<file path="src/rtl/smer_pkg.sv">
// Package for the event routing register group of the serial master.
// Assumes a 32-bit register port with byte offsets.
package smer_pkg;
    localparam logic [11:0] OFS_PUB_RX_FULL = 12'h190;
    localparam logic [11:0] OFS_PUB_BOTH_DONE = 12'h198;
    localparam logic [11:0] OFS_PUB_TX_DONE = 12'h1a0;
    localparam logic [11:0] OFS_PUB_BEGUN = 12'h1cc;
    localparam logic [11:0] OFS_EVENT_TASK_SHORTCUTS = 12'h200;
    localparam logic [11:0] OFS_IRQ_SET = 12'h304;
    localparam logic [11:0] OFS_IRQ_CLR = 12'h308;
    localparam logic [11:0] OFS_EV_HALTED = 12'h104;
    localparam logic [11:0] OFS_EV_RX_FULL = 12'h110;
    localparam logic [11:0] OFS_EV_BOTH_DONE = 12'h118;
    localparam logic [11:0] OFS_EV_TX_DONE = 12'h120;
    localparam logic [11:0] OFS_EV_BEGUN = 12'h14c;
    localparam int PUBLISH_CHANNEL_INDEX_LSB = 0;
    localparam int PUBLISH_CHANNEL_INDEX_W = 16;
    localparam int PUB_EN_BIT = 31;
    localparam int SHORT_END_START_BIT = 0;
    // Event bit positions in the internal event and enable vectors
    localparam int EV_HALTED = 0;
    localparam int EV_RX_FULL = 1;
    localparam int EV_BOTH_DONE = 2;
    localparam int EV_TX_DONE = 3;
    localparam int EV_BEGUN = 4;
    localparam int EV_N = 5;
    localparam int IRQ_POS_HALTED = 1;
    localparam int IRQ_POS_RX_FULL = 4;
    localparam int IRQ_POS_BOTH_DONE = 6;
    localparam int IRQ_POS_TX_DONE = 8;
    localparam int IRQ_POS_BEGUN = 19;
    localparam logic [31:0] RST_WORD = 32'h0000_0000;
endpackage : smer_pkg

</file>
<file path="src/rtl/smer_pub_if.sv">
// Interface carrying one publish configuration between modules.
// Assumes the owner and the user share i_clk.
`timescale 1ns/10ps
`default_nettype none
interface smer_pub_if;
    logic [31:0] wdata;
    logic wr;
    logic [31:0] cfg;
    logic event_in;
    logic enabled;
    logic [15:0] channel;
    logic fire;
    modport owner(input wdata, input wr, input event_in, output cfg,
                  output enabled, output channel, output fire);
    modport user(output wdata, output wr, output event_in, input cfg,
                 input enabled, input channel, input fire);
endinterface : smer_pub_if
`default_nettype wire

</file>
<file path="src/rtl/smer_pub_reg.sv">
// One publish configuration register and its event forwarding.
// Assumes event pulses are synchronous to i_clk.
`timescale 1ns/10ps
`default_nettype none
module smer_pub_reg
    import smer_pkg::*;
(
    // Clock and reset
    input wire logic i_clk,
    input wire logic i_arst_n,
    input wire logic i_ce,
    // Register side
    smer_pub_if.owner p
);
    logic [31:0] cfg_r;
    logic fire_r;

    // Only channel index and enable bits are stored, the rest read zero
    always_ff @(posedge i_clk or negedge i_arst_n) begin
        if (!i_arst_n) begin
            cfg_r <= RST_WORD;
        end else if (i_ce && p.wr) begin
            cfg_r <= p.wdata & {1'b1, 15'h0000, 16'hffff};
        end
    end

    always_ff @(posedge i_clk or negedge i_arst_n) begin
        if (!i_arst_n) begin
            fire_r <= 1'b0;
        end else if (i_ce) begin
            fire_r <= p.event_in & cfg_r[PUB_EN_BIT];
        end
    end

    assign p.cfg = cfg_r;
    assign p.enabled = cfg_r[PUB_EN_BIT];
    assign p.channel = cfg_r[PUBLISH_CHANNEL_INDEX_LSB +: PUBLISH_CHANNEL_INDEX_W];
    assign p.fire = fire_r;
endmodule : smer_pub_reg
`default_nettype wire

</file>
<file path="src/rtl/smer_top.sv">
// Event routing registers of the serial master: publish, shortcut, irq.
// Assumes event inputs are one-cycle pulses from logic on i_clk.
`timescale 1ns/10ps
`default_nettype none
module smer_top
    import smer_pkg::*;
(
    // Clock, reset, enable
    input wire logic i_clk,
    input wire logic i_arst_n,
    input wire logic i_ce,
    // Register port
    input wire logic [11:0] i_addr,
    input wire logic [31:0] i_wdata,
    input wire logic i_wr,
    input wire logic i_rd,
    output logic [31:0] o_rdata,
    // Event pulses from the transfer logic
    input wire logic i_ev_halted,
    input wire logic i_ev_rx_full,
    input wire logic i_ev_both_done,
    input wire logic i_ev_tx_done,
    input wire logic i_ev_begun,
    // Interconnect publish outputs
    output logic o_pub_rx_full,
    output logic [15:0] o_pub_rx_full_ch,
    output logic o_pub_both_done,
    output logic [15:0] o_pub_both_done_ch,
    output logic o_pub_tx_done,
    output logic [15:0] o_pub_tx_done_ch,
    output logic o_pub_begun,
    output logic [15:0] o_pub_begun_ch,
    // Shortcut task and interrupt
    output logic o_start_task,
    output logic o_irq
);
    smer_pub_if pif [4] ();
    logic [EV_N-1:0] ev_in;
    logic [EV_N-1:0] ev_r;
    logic [EV_N-1:0] ev_nxt;
    logic [EV_N-1:0] ev_wr;
    logic [EV_N-1:0] ien_r;
    logic [EV_N-1:0] ien_nxt;
    logic [EV_N-1:0] set_bits;
    logic [EV_N-1:0] clr_bits;
    logic short_r;
    logic start_r;
    logic irq_r;
    logic [31:0] rdata_r;
    logic [31:0] rd_mux;
    logic [31:0] ien_word;
    logic [11:0] pub_ofs [4];

    assign ev_in = {i_ev_begun, i_ev_tx_done, i_ev_both_done,
                    i_ev_rx_full, i_ev_halted};
    assign pub_ofs[0] = OFS_PUB_RX_FULL;
    assign pub_ofs[1] = OFS_PUB_BOTH_DONE;
    assign pub_ofs[2] = OFS_PUB_TX_DONE;
    assign pub_ofs[3] = OFS_PUB_BEGUN;

    // Four identical publish registers, index order rx, both, tx, begun
    genvar g;
    generate
        for (g = 0; g < 4; g++) begin : g_pub
            assign pif[g].wdata = i_wdata;
            assign pif[g].wr = i_wr && (i_addr == pub_ofs[g]);
            smer_pub_reg u_pub (
                .i_clk(i_clk),
                .i_arst_n(i_arst_n),
                .i_ce(i_ce),
                .p(pif[g])
            );
        end
    endgenerate

    assign pif[0].event_in = i_ev_rx_full;
    assign pif[1].event_in = i_ev_both_done;
    assign pif[2].event_in = i_ev_tx_done;
    assign pif[3].event_in = i_ev_begun;

    assign o_pub_rx_full = pif[0].fire;
    assign o_pub_rx_full_ch = pif[0].channel;
    assign o_pub_both_done = pif[1].fire;
    assign o_pub_both_done_ch = pif[1].channel;
    assign o_pub_tx_done = pif[2].fire;
    assign o_pub_tx_done_ch = pif[2].channel;
    assign o_pub_begun = pif[3].fire;
    assign o_pub_begun_ch = pif[3].channel;

    // Shortcut register
    always_ff @(posedge i_clk or negedge i_arst_n) begin
        if (!i_arst_n) begin
            short_r <= 1'b0;
        end else if (i_ce && i_wr && i_addr == OFS_EVENT_TASK_SHORTCUTS) begin
            short_r <= i_wdata[SHORT_END_START_BIT];
        end
    end

    always_ff @(posedge i_clk or negedge i_arst_n) begin
        if (!i_arst_n) begin
            start_r <= 1'b0;
        end else if (i_ce) begin
            start_r <= i_ev_both_done & short_r;
        end
    end
    assign o_start_task = start_r;

    // Enable bits live at scattered positions of the set and clear words
    always_comb begin
        set_bits = '0;
        clr_bits = '0;
        if (i_wr && i_addr == OFS_IRQ_SET) begin
            set_bits[EV_HALTED] = i_wdata[IRQ_POS_HALTED];
            set_bits[EV_RX_FULL] = i_wdata[IRQ_POS_RX_FULL];
            set_bits[EV_BOTH_DONE] = i_wdata[IRQ_POS_BOTH_DONE];
            set_bits[EV_TX_DONE] = i_wdata[IRQ_POS_TX_DONE];
            set_bits[EV_BEGUN] = i_wdata[IRQ_POS_BEGUN];
        end
        if (i_wr && i_addr == OFS_IRQ_CLR) begin
            clr_bits[EV_HALTED] = i_wdata[IRQ_POS_HALTED];
            clr_bits[EV_RX_FULL] = i_wdata[IRQ_POS_RX_FULL];
            clr_bits[EV_BOTH_DONE] = i_wdata[IRQ_POS_BOTH_DONE];
            clr_bits[EV_TX_DONE] = i_wdata[IRQ_POS_TX_DONE];
            clr_bits[EV_BEGUN] = i_wdata[IRQ_POS_BEGUN];
        end
        // Zeros written to either word leave the state alone
        ien_nxt = (ien_r | set_bits) & ~clr_bits;
    end

    always_ff @(posedge i_clk or negedge i_arst_n) begin
        if (!i_arst_n) begin
            ien_r <= '0;
        end else if (i_ce) begin
            ien_r <= ien_nxt;
        end
    end

    // Event registers: hardware set wins over a software write of zero
    always_comb begin
        ev_wr[EV_HALTED] = i_wr && i_addr == OFS_EV_HALTED;
        ev_wr[EV_RX_FULL] = i_wr && i_addr == OFS_EV_RX_FULL;
        ev_wr[EV_BOTH_DONE] = i_wr && i_addr == OFS_EV_BOTH_DONE;
        ev_wr[EV_TX_DONE] = i_wr && i_addr == OFS_EV_TX_DONE;
        ev_wr[EV_BEGUN] = i_wr && i_addr == OFS_EV_BEGUN;
        for (int k = 0; k < EV_N; k++) begin
            ev_nxt[k] = ev_in[k] | (ev_wr[k] ? i_wdata[0] : ev_r[k]);
        end
    end

    always_ff @(posedge i_clk or negedge i_arst_n) begin
        if (!i_arst_n) begin
            ev_r <= '0;
        end else if (i_ce) begin
            ev_r <= ev_nxt;
        end
    end

    always_ff @(posedge i_clk or negedge i_arst_n) begin
        if (!i_arst_n) begin
            irq_r <= 1'b0;
        end else if (i_ce) begin
            irq_r <= |(ev_nxt & ien_nxt);
        end
    end
    assign o_irq = irq_r;

    always_comb begin
        ien_word = '0;
        ien_word[IRQ_POS_HALTED] = ien_r[EV_HALTED];
        ien_word[IRQ_POS_RX_FULL] = ien_r[EV_RX_FULL];
        ien_word[IRQ_POS_BOTH_DONE] = ien_r[EV_BOTH_DONE];
        ien_word[IRQ_POS_TX_DONE] = ien_r[EV_TX_DONE];
        ien_word[IRQ_POS_BEGUN] = ien_r[EV_BEGUN];
    end

    // Unmapped addresses read zero
    always_comb begin
        unique case (i_addr)
            OFS_PUB_RX_FULL: rd_mux = pif[0].cfg;
            OFS_PUB_BOTH_DONE: rd_mux = pif[1].cfg;
            OFS_PUB_TX_DONE: rd_mux = pif[2].cfg;
            OFS_PUB_BEGUN: rd_mux = pif[3].cfg;
            OFS_EVENT_TASK_SHORTCUTS: rd_mux = {31'h0000_0000, short_r};
            OFS_IRQ_SET: rd_mux = ien_word;
            OFS_IRQ_CLR: rd_mux = ien_word;
            OFS_EV_HALTED: rd_mux = {31'h0000_0000, ev_r[EV_HALTED]};
            OFS_EV_RX_FULL: rd_mux = {31'h0000_0000, ev_r[EV_RX_FULL]};
            OFS_EV_BOTH_DONE: rd_mux = {31'h0000_0000, ev_r[EV_BOTH_DONE]};
            OFS_EV_TX_DONE: rd_mux = {31'h0000_0000, ev_r[EV_TX_DONE]};
            OFS_EV_BEGUN: rd_mux = {31'h0000_0000, ev_r[EV_BEGUN]};
            default: rd_mux = RST_WORD;
        endcase
    end

    // Read data stand only in the cycle after the strobe
    always_ff @(posedge i_clk or negedge i_arst_n) begin
        if (!i_arst_n) begin
            rdata_r <= RST_WORD;
        end else if (i_ce) begin
            rdata_r <= i_rd ? rd_mux : RST_WORD;
        end
    end
    assign o_rdata = rdata_r;
endmodule : smer_top
`default_nettype wire

</file>
<file path="config.mk">
export PLATFORM = sky130hd
export DESIGN_NAME = smer_top
export DESIGN_NICKNAME = d
export VERILOG_FILES = /design/src/rtl/smer_pkg.sv /design/src/rtl/smer_pub_if.sv /design/src/rtl/smer_pub_reg.sv /design/src/rtl/smer_top.sv
export SDC_FILE = /design/constraint.sdc
export NUM_CORES = 1
export LEC_CHECK = 0
export BUFFER_PORTS_ARGS = -buffer_cell sky130_fd_sc_hd__buf_2
export CAP_MARGIN = 30
export CORE_AREA = 2 2 99 101
export CTS_CLUSTER_DIAMETER = 50
export DETAILED_ROUTE_END_ITERATION = 7
export DIE_AREA = 0 0 101 103
export GPL_TIMING_DRIVEN = 0
export PLACE_DENSITY_LB_ADDON = 0.2
export SYNTH_ARGS = -nofsm -noshare
export SYNTH_HDL_FRONTEND = slang
export SYNTH_SLANG_ARGS = --single-unit
</file>
<file path="constraint.sdc">
create_clock -name i_clk -period 2.7 [get_ports i_clk]
set_input_delay 0.135 -clock i_clk [delete_from_list [all_inputs] [get_ports i_clk]]
set_output_delay 0.135 -clock i_clk [all_outputs]
set_load 0.005 [all_outputs]
</file>
==> results.toml <==
[critical_path]
startpoint_type = "primary input"
worst-path-buf-inv = 2
crit_type = "in -> reg"
crit_path_end_kind = "flop"
critPathMaxStageDelay_ns = 0.40
crit_family = "simple AND/OR/NAND/NOR gates"
cp_data_arrival_time_ns = 2.09
critPathMostFrequentCell = "buf_2"
crit_slowest_cell = "nor4b_4"
crit_fanout = 10
crit_required_ns = 2.96
crit_chain = "buf_2 > nor4b_4 > nand2_1 > nor2_4 > nand3_4 > buf_2 > mux2_1"

[final_layout]
fin_area_um2 = 5980
areaGrowthSynthToFinish_pct = 21.3
antennaDiodeCount = 0
drive_above_1_share_pct = 43.8
nNetsFinal = 602

[synthesis]
synthArstFlopShare_pct = 100
yosysWarnings = 0
netlist_top_cells_area = "dfrtp_1 52%, mux2_2 10%, mux2_4 6.1%"
synth_ff_type = "dfrtp_1"
synth_most_common_cell = "dfrtp_1"
avgSynthCellArea_um2 = 12.5
ys_ff_latch = 103
synth_edf_count = 0
syn_inst = 396
synth_area_um2 = 4930
yosys.area.top_type = "dfrtp_1"
seq_area_frac_synth_pct = 52.2
yosys.area.top_type_share_pct = 52.2
synth_cell_types = 48
synth_commonest_cells = "103 x dfrtp_1, 45 x mux2_2, 22 x inv_1"

[route]
via_per_inst = 5.71
wirelength_um = 12400
vias = 3806
firstDrtPassIters = 5
ant_nets = 0
drc = 0
drt_iter0_markers = 189
wire_per_inst_um = 18.6

[timing]
finalCritPeriodShare_pct = 67.8
whs_ns = 0.0240
finalHoldViolCount = 0
max_freq_mhz = 546
finClkSkew_ns = 0.00911
relSlewSlack_pct = 57.3
setup_violations = 0
worst_slack_ns = 0.870
rsz0062_at_grt = "false"
setup_tns_ns = 0
slew_violations = 0
fin_crit_ns = 1.83
worst_pin_slew_ns = 0.641

[placed_design]
io_buffers = 125
dp_hpwl_um = 8900
pre_cts_slack_ns = 0.503
globalplace.congestion = 0.870
placed_area_um2 = 5780

[power_and_ir_drop]
total_power_mw = 2.63
powerDensity_nw_per_um2 = 440
power.leakage_nw = 3.12
vdd_drop_max_v = 0.000295

[cts]
root_buffer = "clkbuf_8"
hold_buffers = 2
clockBufferDepth = 2
cts_setup_buffers = 0
cts.repair.resized = 0
cts_tree = "yes"
clock_latency_ns = 0.37
cts_sinks = 103
numCtsBuffers = 9
clk_pin_slew_ns = 0.09
htreeDepth = 3

[global_route]
grt_pass1_vias = 3640
grt_first_pass_wirelength_um = 19000
grt_overflow_total = 0
gr-usage-met1_pct = 32.0
grt_max_degree = 75
use_met3_pct = 6.10
antenna_found_initial = 0
grt_usage_pct = 24.4
grtUsageMet2_pct = 38.9
grt.busiest_layer = "met2"

[flow_run]
maxCapViolCount = 0

[die]
design.die.area_um2 = 10400
row_count = 36
fp.coreArea_um2 = 9460
die_x_um = 101
ios = 156
initial_core_util_pct = 52.2
die_y_um = 103

[outcome]
status = "finished clean"

[worst_hold_path]
hold_path.class = "in -> reg"
## worst register-to-register path, stage by stage, from the launching register on
cell and delay (ns):
dfrtp_1 0.40, mux2_2 0.28, a32o_1 0.19, o21ai_0 0.16
and3_1 0.17, o22ai_1 0.06
## kinds of logic after synthesis
logic type             synth area share, %
AO/OA/AOI/OAI                         12.8
buffers and inverters                 6.62
flip-flops                            52.2
multiplexers                          19.2
other                               0.0760
AND/OR/NAND/NOR                       8.98
## state kept, by name, indices dropped and copies added, names as in the netlist
name / flops
ev_r: 5
g_pub.u_pub.p.cfg: 68
g_pub.u_pub.p.fire: 4
ien_r: 5
o_irq: 1
o_rdata: 18
o_start_task: 1
short_r: 1
## worst paths after layout
| path | start | end | slack [ns] | cells past startpoint |
|---|---|---|---|---|
| setup reg to reg | g_pub[3].u_pub.p.cfg[0] | o_rdata[0] | 1.30 | 5 |
| min in group asynchronous | i_arst_n | g_pub[1].u_pub.p.cfg[3] | 0.24 | 2 |
| hold reg to reg | o_rdata[4] | o_rdata[4] | 0.52 | 1 |
| max in group asynchronous | i_arst_n | g_pub[1].u_pub.p.cfg[31] | 1.77 | 3 |
| setup / recovery | i_addr[9] | g_pub[2].u_pub.p.cfg[10] | 0.87 | 7 |
| hold / removal | i_wdata[14] | g_pub[2].u_pub.p.cfg[14] | 0.02 | 2 |
## where the power goes
| group | total [mW] | internal, mW | switching, mW |
|---|---|---|---|
| logic | 0.170 | 0.0609 | 0.109 |
| registers | 1.55 | 1.54 | 0.00272 |
| clock network | 0.913 | 0.407 | 0.507 |
## per-layer routing
layer | vias up | wire length, µm
li1 | 1751 | -
met1 | 1890 | 5190
met2 | 145 | 5980
met3 | 20 | 974
met4 | 0 | 267
met5 | - | 0
## layout by cell type (no fill, tap or decap), types with 3 or more instances in the layout
master / n
mux2_4: 20
mux2i_1: 3
clkbuf_8: 12
buf_2: 132
conb_1: 14
nand2_1: 5
nor3b_1: 3
nor2_1: 20
and3_1: 5
inv_1: 22
a31oi_1: 7
nand3_4: 3
o22ai_1: 13
o21ai_0: 10
dfrtp_1: 103
buf_4: 17
nand4_1: 5
a21boi_0: 12
a21o_1: 3
a22oi_1: 5
a21oi_1: 16
mux2_2: 45
clkbuf_1: 6
a211oi_1: 3
a222oi_1: 17
nand3_1: 8
mux2_1: 10
## stage by stage
step / util, % / std cells
floorplan: - / 409
global placement: 60.8 / 648
detailed placement: 61.1 / 649
CTS: 63.3 / 666
global route: 63.3 / 666
finish: 63.3 / 666
## cell type report
type                    instances  area [µm²]
plain buffers                  35         244
clock buffers                  13         169
clock inverters                 2        15.0
fillers                       766        3470
inverters                      22        82.6
multi-input cells             249        2080
flip-flops and latches        103        2580
well taps                     114         143
repair buffers                128         676
(Power assumes the default switching activity.)
